## src/shared/tcsc_pkg.sv

```systemverilog
// constants, register map and types of the timer clock select counter
package tcsc_pkg;
  // register byte addresses (index times four)
  localparam logic [7:0] TCSC_IDX_CLK_CTRL = 8'h33;
  localparam logic [11:0] TCSC_ADDR_CLK_CTRL = 12'h0CC;
  localparam logic [11:0] TCSC_ADDR_CTRL_A = 12'h000;
  localparam logic [11:0] TCSC_ADDR_CNT_LO = 12'h004;
  localparam logic [11:0] TCSC_ADDR_CNT_HI = 12'h008;
  localparam logic [11:0] TCSC_ADDR_CMP_A = 12'h00C;
  localparam logic [11:0] TCSC_ADDR_CMP_B = 12'h010;
  localparam logic [11:0] TCSC_ADDR_FLAGS = 12'h014;
  localparam logic [11:0] TCSC_ADDR_MASK = 12'h018;
  localparam int TCSC_ADDR_W = 12;

  // clock control field positions
  localparam int TCSC_SYNC_HOLD_BIT = 4;
  localparam int TCSC_PSC_CLEAR_BIT = 3;
  localparam logic [7:0] TCSC_CLK_CTRL_RST = 8'h00;

  // control a field positions
  localparam int TCSC_CAPEN_BIT = 2;
  localparam int TCSC_WIDTH_BIT = 1;
  localparam int TCSC_WAVE_BIT = 0;

  // flag register positions
  localparam int TCSC_OVF_BIT = 0;
  localparam int TCSC_CMPA_BIT = 1;
  localparam int TCSC_CMPB_BIT = 2;
  localparam int TCSC_CAP_BIT = 3;

  localparam logic [15:0] TCSC_MAX8 = 16'h00FF;
  localparam logic [15:0] TCSC_MAX16 = 16'hFFFF;

  // prescaler tap positions (divide by 8, 64, 256, 1024)
  localparam int TCSC_PSC_W = 10;
  localparam logic [9:0] TCSC_DIV8_MASK = 10'h007;
  localparam logic [9:0] TCSC_DIV64_MASK = 10'h03F;
  localparam logic [9:0] TCSC_DIV256_MASK = 10'h0FF;
  localparam logic [9:0] TCSC_DIV1024_MASK = 10'h3FF;

  typedef enum logic [2:0] {
    TCSC_SRC_STOP = 3'h0,
    TCSC_SRC_DIRECT = 3'h1,
    TCSC_SRC_DIV8 = 3'h2,
    TCSC_SRC_DIV64 = 3'h3,
    TCSC_SRC_DIV256 = 3'h4,
    TCSC_SRC_DIV1024 = 3'h5,
    TCSC_SRC_EXT_FALL = 3'h6,
    TCSC_SRC_EXT_RISE = 3'h7
  } tcsc_src_e;

  localparam logic [1:0] TCSC_RESP_OKAY = 2'h0;
  localparam logic [1:0] TCSC_RESP_SLVERR = 2'h2;
endpackage

```

## src/tcsc_pin_edge.sv

```systemverilog
// count pin synchroniser and edge detector
`timescale 1ns/1ps
module tcsc_pin_edge
  import tcsc_pkg::*;
(
  input wire logic clk_i,
  input wire logic rst_n_i,
  input wire logic pin_i,
  output logic rise_o,
  output logic fall_o
);
  typedef struct packed {
    logic meta;
    logic sync;
    logic prev;
  } tcsc_edge_s;

  tcsc_edge_s state_reg;
  tcsc_edge_s state_next;

  always_comb
  begin
    state_next = state_reg;
    state_next.meta = pin_i;
    state_next.sync = state_reg.meta;
    state_next.prev = state_reg.sync;
  end

  always_ff @(posedge clk_i or negedge rst_n_i)
  begin
    if (!rst_n_i)
      state_reg <= '0;
    else
      state_reg <= state_next;
  end

  // only the second and third stages feed the detector
  assign rise_o = state_reg.sync & ~state_reg.prev;
  assign fall_o = ~state_reg.sync & state_reg.prev;
endmodule // tcsc_pin_edge

```

## src/tcsc_timer.sv

```systemverilog
// timer clock select, prescaler and counter with axi4-lite registers
//
// Overview of operation
// - code 1 ticks every system clock
// - code 0 stops counting, registers stay accessible
// - codes 2..5 divide by 8,64,256,1024
// - code 6 falling, code 7 rising pin edges
// - prescaler free-running regardless of select
// - first divided count after 1..N clocks
// - pin sampled every clock by synchroniser
// - pin edge reaches counter in 2-3 clocks
// - pin ticks bypass the prescaler
// - sync hold keeps prescaler clear, halting timer
// - prescaler clear self-clears unless sync hold
// - pin counts even when driven as output
// - increment to TOP then restart at zero
// - maximum 0xFF or 0xFFFF by width
// - TOP is maximum or compare A by mode
// - cpu counter write beats clear and increment
// - overflow flag set on wrapping from maximum
// - 16-bit mode adds high byte, joins compares
// - four flags shared, individually maskable
// - overflow flag set in the wrapping tick
// - mode from capture, width and wave bits
`timescale 1ns/1ps
module tcsc_timer
  import tcsc_pkg::*;
(
  input wire logic clk_i,
  input wire logic rst_n_i,
  input wire logic ext_count_pin_i,
  input wire logic capture_event_i,
  input wire logic [TCSC_ADDR_W-1:0] s_axi_awaddr,
  input wire logic s_axi_awvalid,
  output logic s_axi_awready,
  input wire logic [31:0] s_axi_wdata,
  input wire logic [3:0] s_axi_wstrb,
  input wire logic s_axi_wvalid,
  output logic s_axi_wready,
  output logic [1:0] s_axi_bresp,
  output logic s_axi_bvalid,
  input wire logic s_axi_bready,
  input wire logic [TCSC_ADDR_W-1:0] s_axi_araddr,
  input wire logic s_axi_arvalid,
  output logic s_axi_arready,
  output logic [31:0] s_axi_rdata,
  output logic [1:0] s_axi_rresp,
  output logic s_axi_rvalid,
  input wire logic s_axi_rready,
  output logic timer_tick_o,
  output logic [3:0] irq_lines_o
);
  typedef struct packed {
    logic [TCSC_PSC_W-1:0] psc;
    logic sync_hold_mode;
    logic prescaler_clear;
    tcsc_src_e tick_source_select;
    logic [2:0] timer_control_a;
    logic [7:0] count_low_byte;
    logic [7:0] count_high_byte;
    logic [7:0] compare_a_value;
    logic [7:0] compare_b_value;
    logic [3:0] timer_flag_reg;
    logic [3:0] timer_mask_reg;
    logic aw_held;
    logic [TCSC_ADDR_W-1:0] aw_addr;
    logic w_held;
    logic [31:0] w_data;
    logic [3:0] w_strb;
    logic bvalid;
    logic [1:0] bresp;
    logic rvalid;
    logic [31:0] rdata;
    logic [1:0] rresp;
    logic tick;
  } tcsc_state_s;

  tcsc_state_s state_reg;
  tcsc_state_s state_next;

  logic pin_rise;
  logic pin_fall;

  tcsc_pin_edge u_pin_edge (
    .clk_i(clk_i),
    .rst_n_i(rst_n_i),
    .pin_i(ext_count_pin_i),
    .rise_o(pin_rise),
    .fall_o(pin_fall)
  );

  // a tap fires when the low bits of the prescaler are all ones
  function automatic logic tap_hit(input logic [TCSC_PSC_W-1:0] p,
                                   input logic [TCSC_PSC_W-1:0] m);
    tap_hit = ((p & m) == m);
  endfunction

  function automatic logic addr_is(input logic [TCSC_ADDR_W-1:0] a,
                                   input logic [TCSC_ADDR_W-1:0] r);
    addr_is = (a == r);
  endfunction

  function automatic logic known_addr(input logic [TCSC_ADDR_W-1:0] a);
    known_addr = addr_is(a, TCSC_ADDR_CLK_CTRL) |
                 addr_is(a, TCSC_ADDR_CTRL_A) |
                 addr_is(a, TCSC_ADDR_CNT_LO) |
                 addr_is(a, TCSC_ADDR_CNT_HI) |
                 addr_is(a, TCSC_ADDR_CMP_A) |
                 addr_is(a, TCSC_ADDR_CMP_B) |
                 addr_is(a, TCSC_ADDR_FLAGS) |
                 addr_is(a, TCSC_ADDR_MASK);
  endfunction

  logic tick_raw;
  logic wide_mode;
  logic ctc_mode;
  logic [15:0] count_now;
  logic [15:0] count_max;
  logic [15:0] count_top;
  logic [15:0] count_inc;
  logic [15:0] cmp_word;
  logic wr_fire;
  logic rd_fire;
  logic [7:0] wbyte;
  logic [7:0] clk_ctrl_view;
  logic [3:0] flag_set;

  always_comb
  begin
    state_next = state_reg;

    // prescaler runs on its own; only the clear bit stops it
    if (state_reg.prescaler_clear)
      state_next.psc = '0;
    else
      state_next.psc = state_reg.psc + 1'b1;

    // tick selection; stop and halted prescaler give none
    case (state_reg.tick_source_select)
      TCSC_SRC_STOP: tick_raw = 1'b0;
      TCSC_SRC_DIRECT: tick_raw = 1'b1;
      TCSC_SRC_DIV8:
        tick_raw = tap_hit(state_reg.psc, TCSC_DIV8_MASK);
      TCSC_SRC_DIV64:
        tick_raw = tap_hit(state_reg.psc, TCSC_DIV64_MASK);
      TCSC_SRC_DIV256:
        tick_raw = tap_hit(state_reg.psc, TCSC_DIV256_MASK);
      TCSC_SRC_DIV1024:
        tick_raw = tap_hit(state_reg.psc, TCSC_DIV1024_MASK);
      TCSC_SRC_EXT_FALL: tick_raw = pin_fall;
      TCSC_SRC_EXT_RISE: tick_raw = pin_rise;
      default: tick_raw = 1'b0;
    endcase
    // halted by sync hold: divided taps frozen, as is the counter
    if (state_reg.prescaler_clear && state_reg.sync_hold_mode)
      tick_raw = 1'b0;
    state_next.tick = tick_raw;

    // mode decode
    wide_mode = state_reg.timer_control_a[TCSC_WIDTH_BIT];
    ctc_mode = ~state_reg.timer_control_a[TCSC_CAPEN_BIT] &
               ~wide_mode &
               state_reg.timer_control_a[TCSC_WAVE_BIT];
    count_now = wide_mode ?
                {state_reg.count_high_byte, state_reg.count_low_byte} :
                {8'h00, state_reg.count_low_byte};
    count_max = wide_mode ? TCSC_MAX16 : TCSC_MAX8;
    cmp_word = {state_reg.compare_b_value, state_reg.compare_a_value};
    count_top = ctc_mode ? {8'h00, state_reg.compare_a_value} :
                count_max;

    flag_set = '0;
    count_inc = count_now;
    if (tick_raw)
    begin
      if (count_now == count_top && ctc_mode)
        count_inc = '0;
      else
        count_inc = count_now + 16'h0001;
      if (count_now == count_max)
      begin
        count_inc = '0;
        flag_set[TCSC_OVF_BIT] = 1'b1;
      end
      if (wide_mode)
      begin
        if (count_now == cmp_word &&
            !state_reg.timer_control_a[TCSC_CAPEN_BIT])
          flag_set[TCSC_CMPA_BIT] = 1'b1;
      end
      else
      begin
        if (count_now[7:0] == state_reg.compare_a_value &&
            !state_reg.timer_control_a[TCSC_CAPEN_BIT])
          flag_set[TCSC_CMPA_BIT] = 1'b1;
        if (count_now[7:0] == state_reg.compare_b_value)
          flag_set[TCSC_CMPB_BIT] = 1'b1;
      end
    end
    state_next.count_low_byte = count_inc[7:0];
    if (wide_mode)
      state_next.count_high_byte = count_inc[15:8];

    // capture copies the counter into compare A, and its high byte into compare B in 16-bit mode
    if (capture_event_i && state_reg.timer_control_a[TCSC_CAPEN_BIT])
    begin
      state_next.compare_a_value = count_now[7:0];
      if (wide_mode)
        state_next.compare_b_value = count_now[15:8];
      flag_set[TCSC_CAP_BIT] = 1'b1;
    end

    // prescaler clear self-clears unless held
    if (!state_reg.sync_hold_mode)
      state_next.prescaler_clear = 1'b0;

    // axi write channels, taken in either order
    s_axi_awready = ~state_reg.aw_held & ~state_reg.bvalid;
    s_axi_wready = ~state_reg.w_held & ~state_reg.bvalid;
    if (s_axi_awvalid && s_axi_awready)
    begin
      state_next.aw_held = 1'b1;
      state_next.aw_addr = s_axi_awaddr;
    end
    if (s_axi_wvalid && s_axi_wready)
    begin
      state_next.w_held = 1'b1;
      state_next.w_data = s_axi_wdata;
      state_next.w_strb = s_axi_wstrb;
    end
    wr_fire = state_reg.aw_held & state_reg.w_held;
    wbyte = state_reg.w_data[7:0];

    // flags: hardware set wins over write-one-to-clear
    state_next.timer_flag_reg = state_reg.timer_flag_reg;
    if (wr_fire && state_reg.w_strb[0] &&
        addr_is(state_reg.aw_addr, TCSC_ADDR_FLAGS))
      state_next.timer_flag_reg = state_reg.timer_flag_reg & ~wbyte[3:0];
    state_next.timer_flag_reg = state_next.timer_flag_reg | flag_set;

    if (wr_fire)
    begin
      state_next.aw_held = 1'b0;
      state_next.w_held = 1'b0;
      state_next.bvalid = 1'b1;
      state_next.bresp = known_addr(state_reg.aw_addr) ?
                         TCSC_RESP_OKAY : TCSC_RESP_SLVERR;
      if (state_reg.w_strb[0])
      begin
        if (addr_is(state_reg.aw_addr, TCSC_ADDR_CLK_CTRL))
        begin
          state_next.sync_hold_mode = wbyte[TCSC_SYNC_HOLD_BIT];
          state_next.tick_source_select = tcsc_src_e'(wbyte[2:0]);
          // leaving sync hold releases the prescaler
          if (!wbyte[TCSC_SYNC_HOLD_BIT])
            state_next.prescaler_clear = 1'b0;
          else
            state_next.prescaler_clear = wbyte[TCSC_PSC_CLEAR_BIT];
          if (wbyte[TCSC_PSC_CLEAR_BIT])
            state_next.psc = '0;
        end
        if (addr_is(state_reg.aw_addr, TCSC_ADDR_CTRL_A))
          state_next.timer_control_a = wbyte[2:0];
        if (addr_is(state_reg.aw_addr, TCSC_ADDR_CNT_LO))
          state_next.count_low_byte = wbyte;
        if (addr_is(state_reg.aw_addr, TCSC_ADDR_CNT_HI))
          state_next.count_high_byte = wbyte;
        if (addr_is(state_reg.aw_addr, TCSC_ADDR_CMP_A))
          state_next.compare_a_value = wbyte;
        if (addr_is(state_reg.aw_addr, TCSC_ADDR_CMP_B))
          state_next.compare_b_value = wbyte;
        if (addr_is(state_reg.aw_addr, TCSC_ADDR_MASK))
          state_next.timer_mask_reg = wbyte[3:0];
      end
    end
    if (state_reg.bvalid && s_axi_bready)
      state_next.bvalid = 1'b0;

    // axi read channel
    clk_ctrl_view = {3'h0, state_reg.sync_hold_mode,
                     state_reg.prescaler_clear,
                     state_reg.tick_source_select};
    s_axi_arready = ~state_reg.rvalid;
    rd_fire = s_axi_arvalid & s_axi_arready;
    if (rd_fire)
    begin
      state_next.rvalid = 1'b1;
      state_next.rresp = known_addr(s_axi_araddr) ?
                         TCSC_RESP_OKAY : TCSC_RESP_SLVERR;
      state_next.rdata = '0;
      if (addr_is(s_axi_araddr, TCSC_ADDR_CLK_CTRL))
        state_next.rdata[7:0] = clk_ctrl_view;
      if (addr_is(s_axi_araddr, TCSC_ADDR_CTRL_A))
        state_next.rdata[2:0] = state_reg.timer_control_a;
      if (addr_is(s_axi_araddr, TCSC_ADDR_CNT_LO))
        state_next.rdata[7:0] = state_reg.count_low_byte;
      if (addr_is(s_axi_araddr, TCSC_ADDR_CNT_HI))
        state_next.rdata[7:0] = state_reg.count_high_byte;
      if (addr_is(s_axi_araddr, TCSC_ADDR_CMP_A))
        state_next.rdata[7:0] = state_reg.compare_a_value;
      if (addr_is(s_axi_araddr, TCSC_ADDR_CMP_B))
        state_next.rdata[7:0] = state_reg.compare_b_value;
      if (addr_is(s_axi_araddr, TCSC_ADDR_FLAGS))
        state_next.rdata[3:0] = state_reg.timer_flag_reg;
      if (addr_is(s_axi_araddr, TCSC_ADDR_MASK))
        state_next.rdata[3:0] = state_reg.timer_mask_reg;
    end
    else if (state_reg.rvalid && s_axi_rready)
      state_next.rvalid = 1'b0;
  end

  always_ff @(posedge clk_i or negedge rst_n_i)
  begin
    if (!rst_n_i)
    begin
      state_reg <= '0;
      state_reg.tick_source_select <= TCSC_SRC_STOP;
    end
    else
      state_reg <= state_next;
  end

  assign s_axi_bvalid = state_reg.bvalid;
  assign s_axi_bresp = state_reg.bresp;
  assign s_axi_rvalid = state_reg.rvalid;
  assign s_axi_rdata = state_reg.rdata;
  assign s_axi_rresp = state_reg.rresp;
  assign timer_tick_o = state_reg.tick;
  // masked flag lines towards the cpu interrupt logic
  assign irq_lines_o = state_reg.timer_flag_reg &
                       state_reg.timer_mask_reg;
endmodule // tcsc_timer

```

## config.mk

```make
export PLATFORM = sky130hd
export DESIGN_NAME = tcsc_timer
export DESIGN_NICKNAME = d
export VERILOG_FILES = /design/src/shared/tcsc_pkg.sv /design/src/tcsc_pin_edge.sv /design/src/tcsc_timer.sv
export SDC_FILE = /design/constraint.sdc
export NUM_CORES = 1
export LEC_CHECK = 0
export ABC_AREA = 1
export BUFFER_PORTS_ARGS = -buffer_cell sky130_fd_sc_hd__buf_2
export CORE_UTILIZATION = 55
export DETAILED_ROUTE_END_ITERATION = 7
export PLACE_DENSITY = 0.89
export SLEW_MARGIN = 15
export SYNTH_ARGS = -nofsm -noshare
export SYNTH_HDL_FRONTEND = slang
export SYNTH_SLANG_ARGS = --single-unit
```

## constraint.sdc

```tcl
create_clock -name clk_i -period 4.4 [get_ports clk_i]
set_input_delay 0.88 -clock clk_i [delete_from_list [all_inputs] [get_ports clk_i]]
set_output_delay 0.88 -clock clk_i [all_outputs]
set_load 0.05 [all_outputs]
```

==> impl_metrics.yaml <==
run_status:
  status: "complete, no violations"
placed_design:
  dpl.hpwl_mm: 11.4
  gp_congestion: 0.950
  numPortBuffers: 61
timing:
  maxSlewHeadroom_pct: 37.3
  setup_violations: 0
  slew_violations: 0
  fmax_mhz: 457
  fin_crit_sh_pct: 49.8
  finClkSkew_ns: 0.0160
  layout_min_cycle_time_ns: 2.19
  final.setup.tns_ns: 0
  worstMarginPinSlew_ns: 0.941
  rsz0062_at_grt: "false"
  hold_viol: 0
floorplan:
  ios: 115
  chipWidth_um: 107
  initial_utilization_pct: 57.4
  dieArea_um2: 11300
  rows: 37
  core_area_um2: 10500
  die_height_um: 107
clock_network:
  clkTransAtPathRegs_ns: 0.11
  ctsHtreeMaxLevel: 3
  cts-hold-fix-buffers: 0
  cts_resized: 0
  cts_tree: "yes"
  clkLatencyLatePin_ns: 0.38
  cts_buffers: 9
  cts_root_buffer: "clkbuf_8"
  clockBufferDepth: 2
  cts.sinks: 97
  postCtsSetupBuffers: 0
global_route:
  grt_start_max_net_pins: 76
  grt_first_pass_wirelength_mm: 24.8
  overflow: 0
  antenna_found_initial: 0
  grt_use_total_pct: 28.0
  grt_pass1_vias: 5107
critical_path:
  path_class: "in -> reg"
  cp_max_fo: 22
  cpPeakStageDelay_ns: 0.72
  start_kind: "primary input"
  critical_path_buf_inv_count: 1
  crit_arrival_ns: 2.42
  required_ns: 4.63
  crit_family: "simple AND/OR/NAND/NOR gates"
  worstPathCellList: "buf_2, nand2_1, nor2_1, nand2_1, o211ai_1, o21ai_0"
  setup.worst_path.end_class: "flip-flop"
  critical_path.most_common_cell: "nand2_1"
  slowest_stage: "nor2_1"
logic_synthesis:
  synth_cells: 835
  synth_top_area_share_pct: 40.4
  yosysTopAreaCell: "dfrtp_1"
  synthTopCellsByCount: "nand2_1, nor2_1, dfrtp_1, inv_1, o21ai_0"
  async_flop_share_pct: 100
  synthTopCellsByArea: "dfrtp_1, nand2_1, nor2_1, inv_1, o21ai_0"
  synth_flop_cell: "dfrtp_1"
  synth_seq_area_share_pct: 40.4
  syn_area_um2: 6010
  ys_ff_latch: 97
  synth_edf_count: 0
  yosys_warnings: 0
  avgSynthCellArea_um2: 7.20
  synth.distinct_cells: 43
  synth_most_common_cell: "nand2_1"
final_layout:
  drive_above_1_share_pct: 13.6
  post-route-util_pct: 61.6
  antennaDiodeCount: 0
  n_fill_cell: 975
  multi_input_area_um2: 2960
  finalNetCount: 956
  largest_register_ffs: 60
  register_area_um2: 2430
  area_delta_synth_final_pct: 7.22
detailed_routing:
  wl_per_cell_um: 14.8
  drtIter0Drc: 392
  drc_errors: 0
  routed_wirelength_mm: 15.1
  vias: 5626
  postRouteAntennaNets: 0
  via_per_inst: 5.49
  firstDrtPassIters: 5
flow_run:
  cap_viol_max_count: 0
pwr:
  power.total_mw: 2.45
  leakagePower_nw: 3.41
  pwr_density_cell_nw_per_um2: 380
  max-vdd-ir-drop_mv: 0.439
min_path:
  hold_class: "reg -> reg"
-- power breakdown --
part	leakage, nW	switching (mW)	internal [mW]	total [mW]
registers	1.18	0.130	1.05	1.18
clock network	0.0984	0.352	0.235	0.587
logic	2.13	0.488	0.190	0.678
total	3.41	0.970	1.48	2.45
-- routing by layer --
| layer | routed length (um) | up-vias | global-route usage [%] |
|---|---|---|---|
| met5 | 0 | - | 0 |
| met4 | 270 | 0 | 10.3 |
| met3 | 1250 | 29 | 4.17 |
| met2 | 6850 | 264 | 44.2 |
| met1 | 6770 | 2593 | 39.1 |
| li1 | - | 2740 | - |
-- final cells by class --
cell class | count | share of cell area (%)
Multi-Input combinational cell | 614 | 45.9
Tap cell | 136 | 2.64
Clock inverter | 6 | 0.913
Inverter | 100 | 5.83
Sequential cell | 97 | 37.7
Clock buffer | 10 | 2.14
Timing Repair Buffer | 62 | 4.89
-- kinds of logic after synthesis --
kind of cell / share of synthesized area (%)
DFF: 40.4
adders and majority gates: 0.625
muxes: 2.06
xor gates and xnor gates: 1.31
and+or+nand+nor: 32.1
buffers and inverters: 11.9
AOI/OAI and AO/OA: 11.5
other: 0.0624
-- metrics by stage --
step	instances	instance area [um^2]	hold WS (ns)	setup WS, ns
floorplan	860	6100	0.331	2.08
global placement	1009	6250	0.333	1.93
detailed placement	1009	6250	0.348	1.86
CTS	1025	6440	0.385	2.23
global route	1025	6440	0.386	2.08
finish	1025	6440	0.377	2.21
-- placed cells by master (no fill, tap or decap), types with 2 or more instances in the layout --
master    synthesis  layout
nand2_1         228     228
o21ai_0          64      64
ha_1              3       3
clkinv_4          0       2
inv_8             0       3
o311ai_0          2       2
dfrtp_1          97      97
nor4_1            2       2
clkbuf_8          0      10
nor3_2            3       3
xor2_1            6       6
nand3_1          46      46
a21oi_1          32      32
buf_2             6      60
a211oi_1          4       4
nand3_2           6       6
buf_4            37       2
conb_1            1      26
o21bai_1          2       2
nor3_1           16      16
mux2_2           11      11
inv_2             4       4
nor2_1          101     101
nand4_1          19      19
xnor2_1           3       3
and3_1            2       2
o211ai_1          7       7
o22ai_1           7       7
nor2_2            7       7
inv_1            96      96
nand2_2           4       4
-- final timing paths --
kind,start,to,slack [ns],cells after the start
max in group asynchronous,rst_n_i,state_reg[93],2.88,2
min in group asynchronous,rst_n_i,state_reg[144],0.63,1
min,u_pin_edge.state_next[1],u_pin_edge.state_next[0],0.38,0
max reg2reg,state_reg[77],cmp_word[10],2.21,6
min reg2reg,u_pin_edge.state_next[1],u_pin_edge.state_next[0],0.38,0
max,capture_event_i,cmp_word[10],2.21,6
Power figures use the tool's default switching activity.
